File: src/verilog/ulw_pkg.sv
/*
  Shared types and constants for the serial routing and wait control block.
  Assumes a single 200 MHz clock and a synchronous active-low reset.
*/
package ulw_pkg;

  localparam int unsigned CLOCK_MHZ      = 200;
  localparam int unsigned CLOCK_PERIOD_PS = 5000;
  localparam int unsigned SYNC_STAGES    = 2;
  localparam int unsigned BAUD_DIV_RESET = 16;
  localparam logic        LINE_IDLE      = 1'h1;

  // configuration held in the control word
  typedef struct packed {
    logic wrapSelect;
    logic rxSourceSel;
    logic rxInvert;
    logic txInvert;
    logic stopInWait;
    logic xmitOn;
    logic rcvOn;
  } ulw_ctrl_type;

  localparam ulw_ctrl_type CTRL_RESET = '{
    wrapSelect:  1'h0,
    rxSourceSel: 1'h0,
    rxInvert:    1'h0,
    txInvert:    1'h0,
    stopInWait:  1'h0,
    xmitOn:      1'h0,
    rcvOn:       1'h0
  };

  // routing of the receiver input
  typedef enum logic [1:0] {
    ROUTE_PIN,
    ROUTE_WRAP,
    ROUTE_SINGLE
  } ulw_route_type;

  typedef struct packed {
    logic xmitActive;
    logic rcvActive;
    logic lowPower;
  } ulw_status_type;

  localparam ulw_status_type STATUS_RESET = '{
    xmitActive: 1'h0,
    rcvActive:  1'h0,
    lowPower:   1'h0
  };

endpackage

File: src/verilog/ulw_clk_div.sv
/*
  Serial clock divider: one-cycle enable pulse every DIV cycles.
  Assumes run is from logic on the same clock; holding run low freezes
  the count so the phase resumes where it stopped.
*/
`timescale 1ns/1ps
module ulw_clk_div
  import ulw_pkg::*;
#(
  parameter int unsigned DIV = BAUD_DIV_RESET
) (
  input  wire logic clock,
  input  wire logic resetn,
  input  wire logic run,
  output logic      tick
);

  localparam int unsigned CW = (DIV > 1) ? $clog2(DIV) : 1;
  localparam logic [CW-1:0] LAST = CW'(DIV - 1);

  // refused at elaboration: a zero divide has no last count
  if (DIV < 1) begin
    $error("ulw_clk_div: DIV must be at least 1");
  end

  logic [CW-1:0] count;
  wire           atLast = (count == LAST);
  wire [CW-1:0]  next_count = atLast ? '0 : count + CW'(1);

  always_ff @(posedge clock) begin
    if (!resetn) begin
      count <= '0;
      tick  <= 1'h0;
    end else begin
      // frozen count: no pulses while stopped
      if (run) begin
        count <= next_count;
      end
      tick <= run && atLast;
    end
  end

endmodule

File: src/verilog/uart_loopback_wait_ctl.sv
/*
  Receive-path routing, polarity and wait-mode clock gating for a UART.
  Assumes the transmitter and receiver sit on the same clock, that the
  configuration ports are driven by same-clock control logic, and that
  the two pins come from outside and are synchronised here.
*/
// Summary of operation
// - with wrap select set, activity on the receive pin never reaches the receiver.
// - with wrap select set and source select clear, the transmit line feeds the receiver internally.
// - receive inversion is applied on its own, so looped data is right only when both inversions match.
// - in single-wire use the data read back from the transmit pin is inverted when receive inversion is set.
// - with stop-in-wait clear, transmit and receive run on during processor wait.
// - with stop-in-wait set during processor wait, serial clocks stop and the block idles in low power.
// - setting stop-in-wait leaves the stored transmit and receive enables as they were.
`timescale 1ns/1ps
module uart_loopback_wait_ctl
  import ulw_pkg::*;
#(
  parameter int unsigned BAUD_DIV = BAUD_DIV_RESET
) (
  input  wire logic           clock,
  input  wire logic           resetn,
  input  wire ulw_ctrl_type   ctrlOne,
  input  wire logic           cpuWait,
  input  wire logic           txData,
  input  wire logic           rxPin,
  input  wire logic           txPinIn,
  output logic                txPinOut,
  output logic                txPinOe,
  output logic                rxData,
  output logic                baudTick,
  output ulw_status_type      status
);

  if (BAUD_DIV < 1) begin
    $error("uart_loopback_wait_ctl: BAUD_DIV below 1");
  end

  // stored control word; only reloaded from the port, never by wait logic
  ulw_ctrl_type ctrl;

  always_ff @(posedge clock) begin
    if (!resetn) begin
      ctrl <= CTRL_RESET;
    end else begin
      ctrl <= ctrlOne;
    end
  end

  // two-stage synchronisers for both pins
  logic rxPinMeta;
  logic rxPinSync;
  logic txPinMeta;
  logic txPinSync;

  always_ff @(posedge clock) begin
    if (!resetn) begin
      rxPinMeta <= LINE_IDLE;
      rxPinSync <= LINE_IDLE;
      txPinMeta <= LINE_IDLE;
      txPinSync <= LINE_IDLE;
    end else begin
      rxPinMeta <= rxPin;
      rxPinSync <= rxPinMeta;
      txPinMeta <= txPinIn;
      txPinSync <= txPinMeta;
    end
  end

  // wait gating: enables stay stored, only their effect is masked
  wire stopped  = ctrl.stopInWait && cpuWait;
  wire running  = !stopped;
  wire xmitLive = ctrl.xmitOn && running;
  wire rcvLive  = ctrl.rcvOn && running;

  function automatic ulw_route_type pick_route(input ulw_ctrl_type c);
    if (!c.wrapSelect) begin
      pick_route = ROUTE_PIN;
    end else if (!c.rxSourceSel) begin
      pick_route = ROUTE_WRAP;
    end else begin
      pick_route = ROUTE_SINGLE;
    end
  endfunction

  wire ulw_route_type route = pick_route(ctrl);

  // transmit line after its own polarity
  wire txLine = ctrl.txInvert ? !txData : txData;
  wire txIdle = xmitLive ? txLine : LINE_IDLE;

  logic rawRx;
  always_comb begin
    unique case (route)
      ROUTE_PIN:    rawRx = rxPinSync;
      // pin path cut off in both wrap routes
      ROUTE_WRAP:   rawRx = txIdle;
      ROUTE_SINGLE: rawRx = txPinSync;
      default:      rawRx = LINE_IDLE;
    endcase
  end

  // receive polarity applies on its own, regardless of transmit polarity
  wire rxLine    = ctrl.rxInvert ? !rawRx : rawRx;
  wire next_rx   = rcvLive ? rxLine : LINE_IDLE;
  // single-wire: drive the shared pin only while transmitting
  wire next_oe   = xmitLive;

  always_ff @(posedge clock) begin
    if (!resetn) begin
      txPinOut <= LINE_IDLE;
      txPinOe  <= 1'h0;
      rxData   <= LINE_IDLE;
      status   <= STATUS_RESET;
    end else begin
      txPinOut <= txIdle;
      txPinOe  <= next_oe;
      rxData   <= next_rx;
      status   <= '{xmitActive: xmitLive, rcvActive: rcvLive,
                    lowPower: stopped};
    end
  end

  // serial clock enable; frozen, not reset, so it resumes in phase
  ulw_clk_div #(
    .DIV (BAUD_DIV)
  ) u_div (
    .clock  (clock),
    .resetn (resetn),
    .run    (running && (ctrl.xmitOn || ctrl.rcvOn)),
    .tick   (baudTick)
  );

endmodule

File: config.mk
export PLATFORM = sky130hd
export DESIGN_NAME = uart_loopback_wait_ctl
export DESIGN_NICKNAME = d
export VERILOG_FILES = /design/src/verilog/ulw_pkg.sv /design/src/verilog/ulw_clk_div.sv /design/src/verilog/uart_loopback_wait_ctl.sv
export SDC_FILE = /design/constraint.sdc
export NUM_CORES = 1
export LEC_CHECK = 0
export BUFFER_PORTS_ARGS = -buffer_cell sky130_fd_sc_hd__buf_4
export CAP_MARGIN = 30
export CORE_UTILIZATION = 35
export CTS_CLUSTER_DIAMETER = 80
export CTS_CLUSTER_SIZE = 28
export DETAILED_ROUTE_END_ITERATION = 6
export GPL_TIMING_DRIVEN = 0
export PLACE_DENSITY_LB_ADDON = 0.2
export SLEW_MARGIN = 30
export SYNTH_ARGS = -nofsm -noshare
export SYNTH_HDL_FRONTEND = slang
export SYNTH_SLANG_ARGS = --single-unit
File: constraint.sdc
create_clock -name clock -period 2.9 [get_ports clock]
set_clock_uncertainty 0.1 [all_clocks]
set_input_delay 0.725 -clock clock [delete_from_list [all_inputs] [get_ports clock]]
set_output_delay 0.725 -clock clock [all_outputs]
set_load 0.05 [all_outputs]
==> flow_metrics.tcl <==
set metrics [dict create \
    synth_area_leader_cell "dfxtp_1" \
    cts_hold_buf 0 \
    root_buffer "clkbuf_4" \
    reg2reg_depth 3 \
    met1_usage_pct 14.2 \
    final_util_pct 47.1 \
    arrival_ps 920 \
    slew_headroom_pct 73.8 \
    crit_required_ps 2080 \
    power.density_nw_per_um2 537 \
    leakage_nw 0.407 \
    synth_seq_cells 21 \
    die_y_um 47.6 \
    status "finished clean" \
    synth_seq_area_share_pct 57.7 \
    r2r_start "u_div.count[0]" \
    grt_max_degree 13 \
    critPathLaunchType "flop" \
    syn-num-nets 83 \
    cp-startpoint "status[2]" \
    largest_register_ffs 7 \
    synth.avg_cell_area_um2 10.6 \
    track_usage_pct 12.8 \
    worst_pin_slew_ps 393 \
    n_antenna_cell 0 \
    drive_gt1_share_pct 30.8 \
    gr-usage-met2_pct 22.5 \
    die_x_um 47.6 \
    final.setup.tns_ps 0 \
    syn_inst 69 \
    place_hpwl_um 901 \
    busiest_layer "met2" \
    gp_congestion 0.774 \
    ys_warn_count 0 \
    antenna_left 0 \
    clock_path_buffers 2 \
    ios 20 \
    post_drt_wl_per_cell_um 10.2 \
    overflow 0 \
    syn2layout_area_growth_pct 27.0 \
    htree_num_levels 1 \
    nNetsFinal 106 \
    viasPerCell 4.43 \
    period_minus_slack_ps 1740 \
    die_area_um2 2270 \
    hp-start "rxPinMeta" \
    synth.distinct_cells 25 \
    clock_sinks 21 \
    post_cts_buffers 0 \
    syn_area_um2 728 \
    setup_viol_count_final 0 \
    synth.area.top_cells "dfxtp_1 58%, and2_1 6.9%, nand2_1 3.6%" \
    grt_pass1_vias 478 \
    fin_ws_ps 1160 \
    final_common_cell "dfxtp_1" \
    n_fill_cell 202 \
    drtPass1Iterations 2 \
    dpl_worst_slack_ps 1240 \
    grt_pass1_wl_um 1940 \
    drc 0 \
    dp_cells 114 \
    whs_path_depth 1 \
    layout.cells.most_common_list "21 x dfxtp_1, 19 x buf_4, 8 x and2_1" \
    clkSlewWorstSetupHoldPaths_ps 110 \
    period_share_pct 60.2 \
    crit_path_top_delay_cell "dfxtp_1" \
    layout.cells.non_filler 118 \
    rsz0062_at_grt "no" \
    slew_viol_final 0 \
    antenna_found_initial 0 \
    endpoint_kind "primary output" \
    core_area_um2 1960 \
    cts_buffers 3 \
    multi_input_area_um2 289 \
    vias 523 \
    start_util_pct 37.1 \
    crit_fanout 2 \
    ir_drop_mv 0.268 \
    hold_path.class "flop to flop" \
    cts_resized 0 \
    clk_latency_ps 290 \
    max_freq_mhz 573 \
    regArea_um2 420 \
    crit_top_cell "buf_4" \
    r2r_slack_ps 1670 \
    drtIter0Drc 1 \
    crit_chain "buf_4 > buf_4" \
    worst_hold_slack_ps 317 \
    final_area_um2 925 \
    critPathMaxStageDelay_ps 350 \
    dpl_cell_area_um2 897 \
    met3_usage_pct 3.40 \
    top_register "ctrl" \
    fp-row-count 16 \
    p_total_mw 0.497 \
    portBuffers 18 \
    max_cap_viol_count 0 \
    finalHoldViolCount 0 \
    largest_registers "ctrl x7, u_div.count x4, status x3" \
    cts_tree "built" \
    synth_top_area_share_pct 57.7 \
    critPathKind "flop to primary output" \
    wl_um 1210 \
]
-- critical path, delay by kind of cell, from the launching register on --
| kind | cells | cell delay [ps] |
|---|---|---|
| buffers and inverters | 2 | 280 |
| DFF | 1 | 350 |
-- cell usage after synthesis --
library cell	instances
nand2_2	1
o211a_1	1
clkbuf_1	2
and3_1	2
nand3b_1	1
a21boi_0	1
nand3_1	3
dfxtp_1	21
nand2b_1	4
a21boi_2	1
inv_1	1
o22a_1	1
and3_2	1
nand2_1	7
ha_1	1
xnor2_1	2
a311o_1	1
a21oi_1	1
a2bb2oi_2	1
buf_4	1
o21ai_2	1
nor2b_1	1
nand4_1	3
nor2_1	2
and2_1	8
-- area by class of cell --
type | count | area share (%)
buffer | 3 | 1.62
clock buffer | 3 | 2.44
clock inverter | 1 | 0.541
inverter | 1 | 0.406
multi-input combinational | 44 | 31.3
sequential | 21 | 45.5
tap | 27 | 3.65
timing repair buffer | 18 | 14.6
-- cells by family after synthesis --
group / Yosys count / share of synthesized area (%)
buf+inv: 4 / 2.58
compound gates: 8 / 10.5
xor+xnor: 2 / 2.41
simple gates: 33 / 25.1
fa+ha+maj: 1 / 1.72
flops: 21 / 57.7
-- layer usage --
metal  part of all wire, %  wire [um]
met5                     0          0
met3                   3.5         42
met2                    49        592
met1                    46        561
met4                  0.99         12
-- final timing paths --
check | endpoint
setup reg to reg | u_div.count[0]
hold / removal | rxPinSync
hold reg to reg | rxPinSync
setup / recovery | status[2]
-- report_power, final --
part | internal (mW) | switching, mW
Combinational | 0.0273 | 0.0269
Clock | 0.0513 | 0.0831
Sequential | 0.301 | 0.00721
Note: power is estimated with default switching activity, not from simulation.
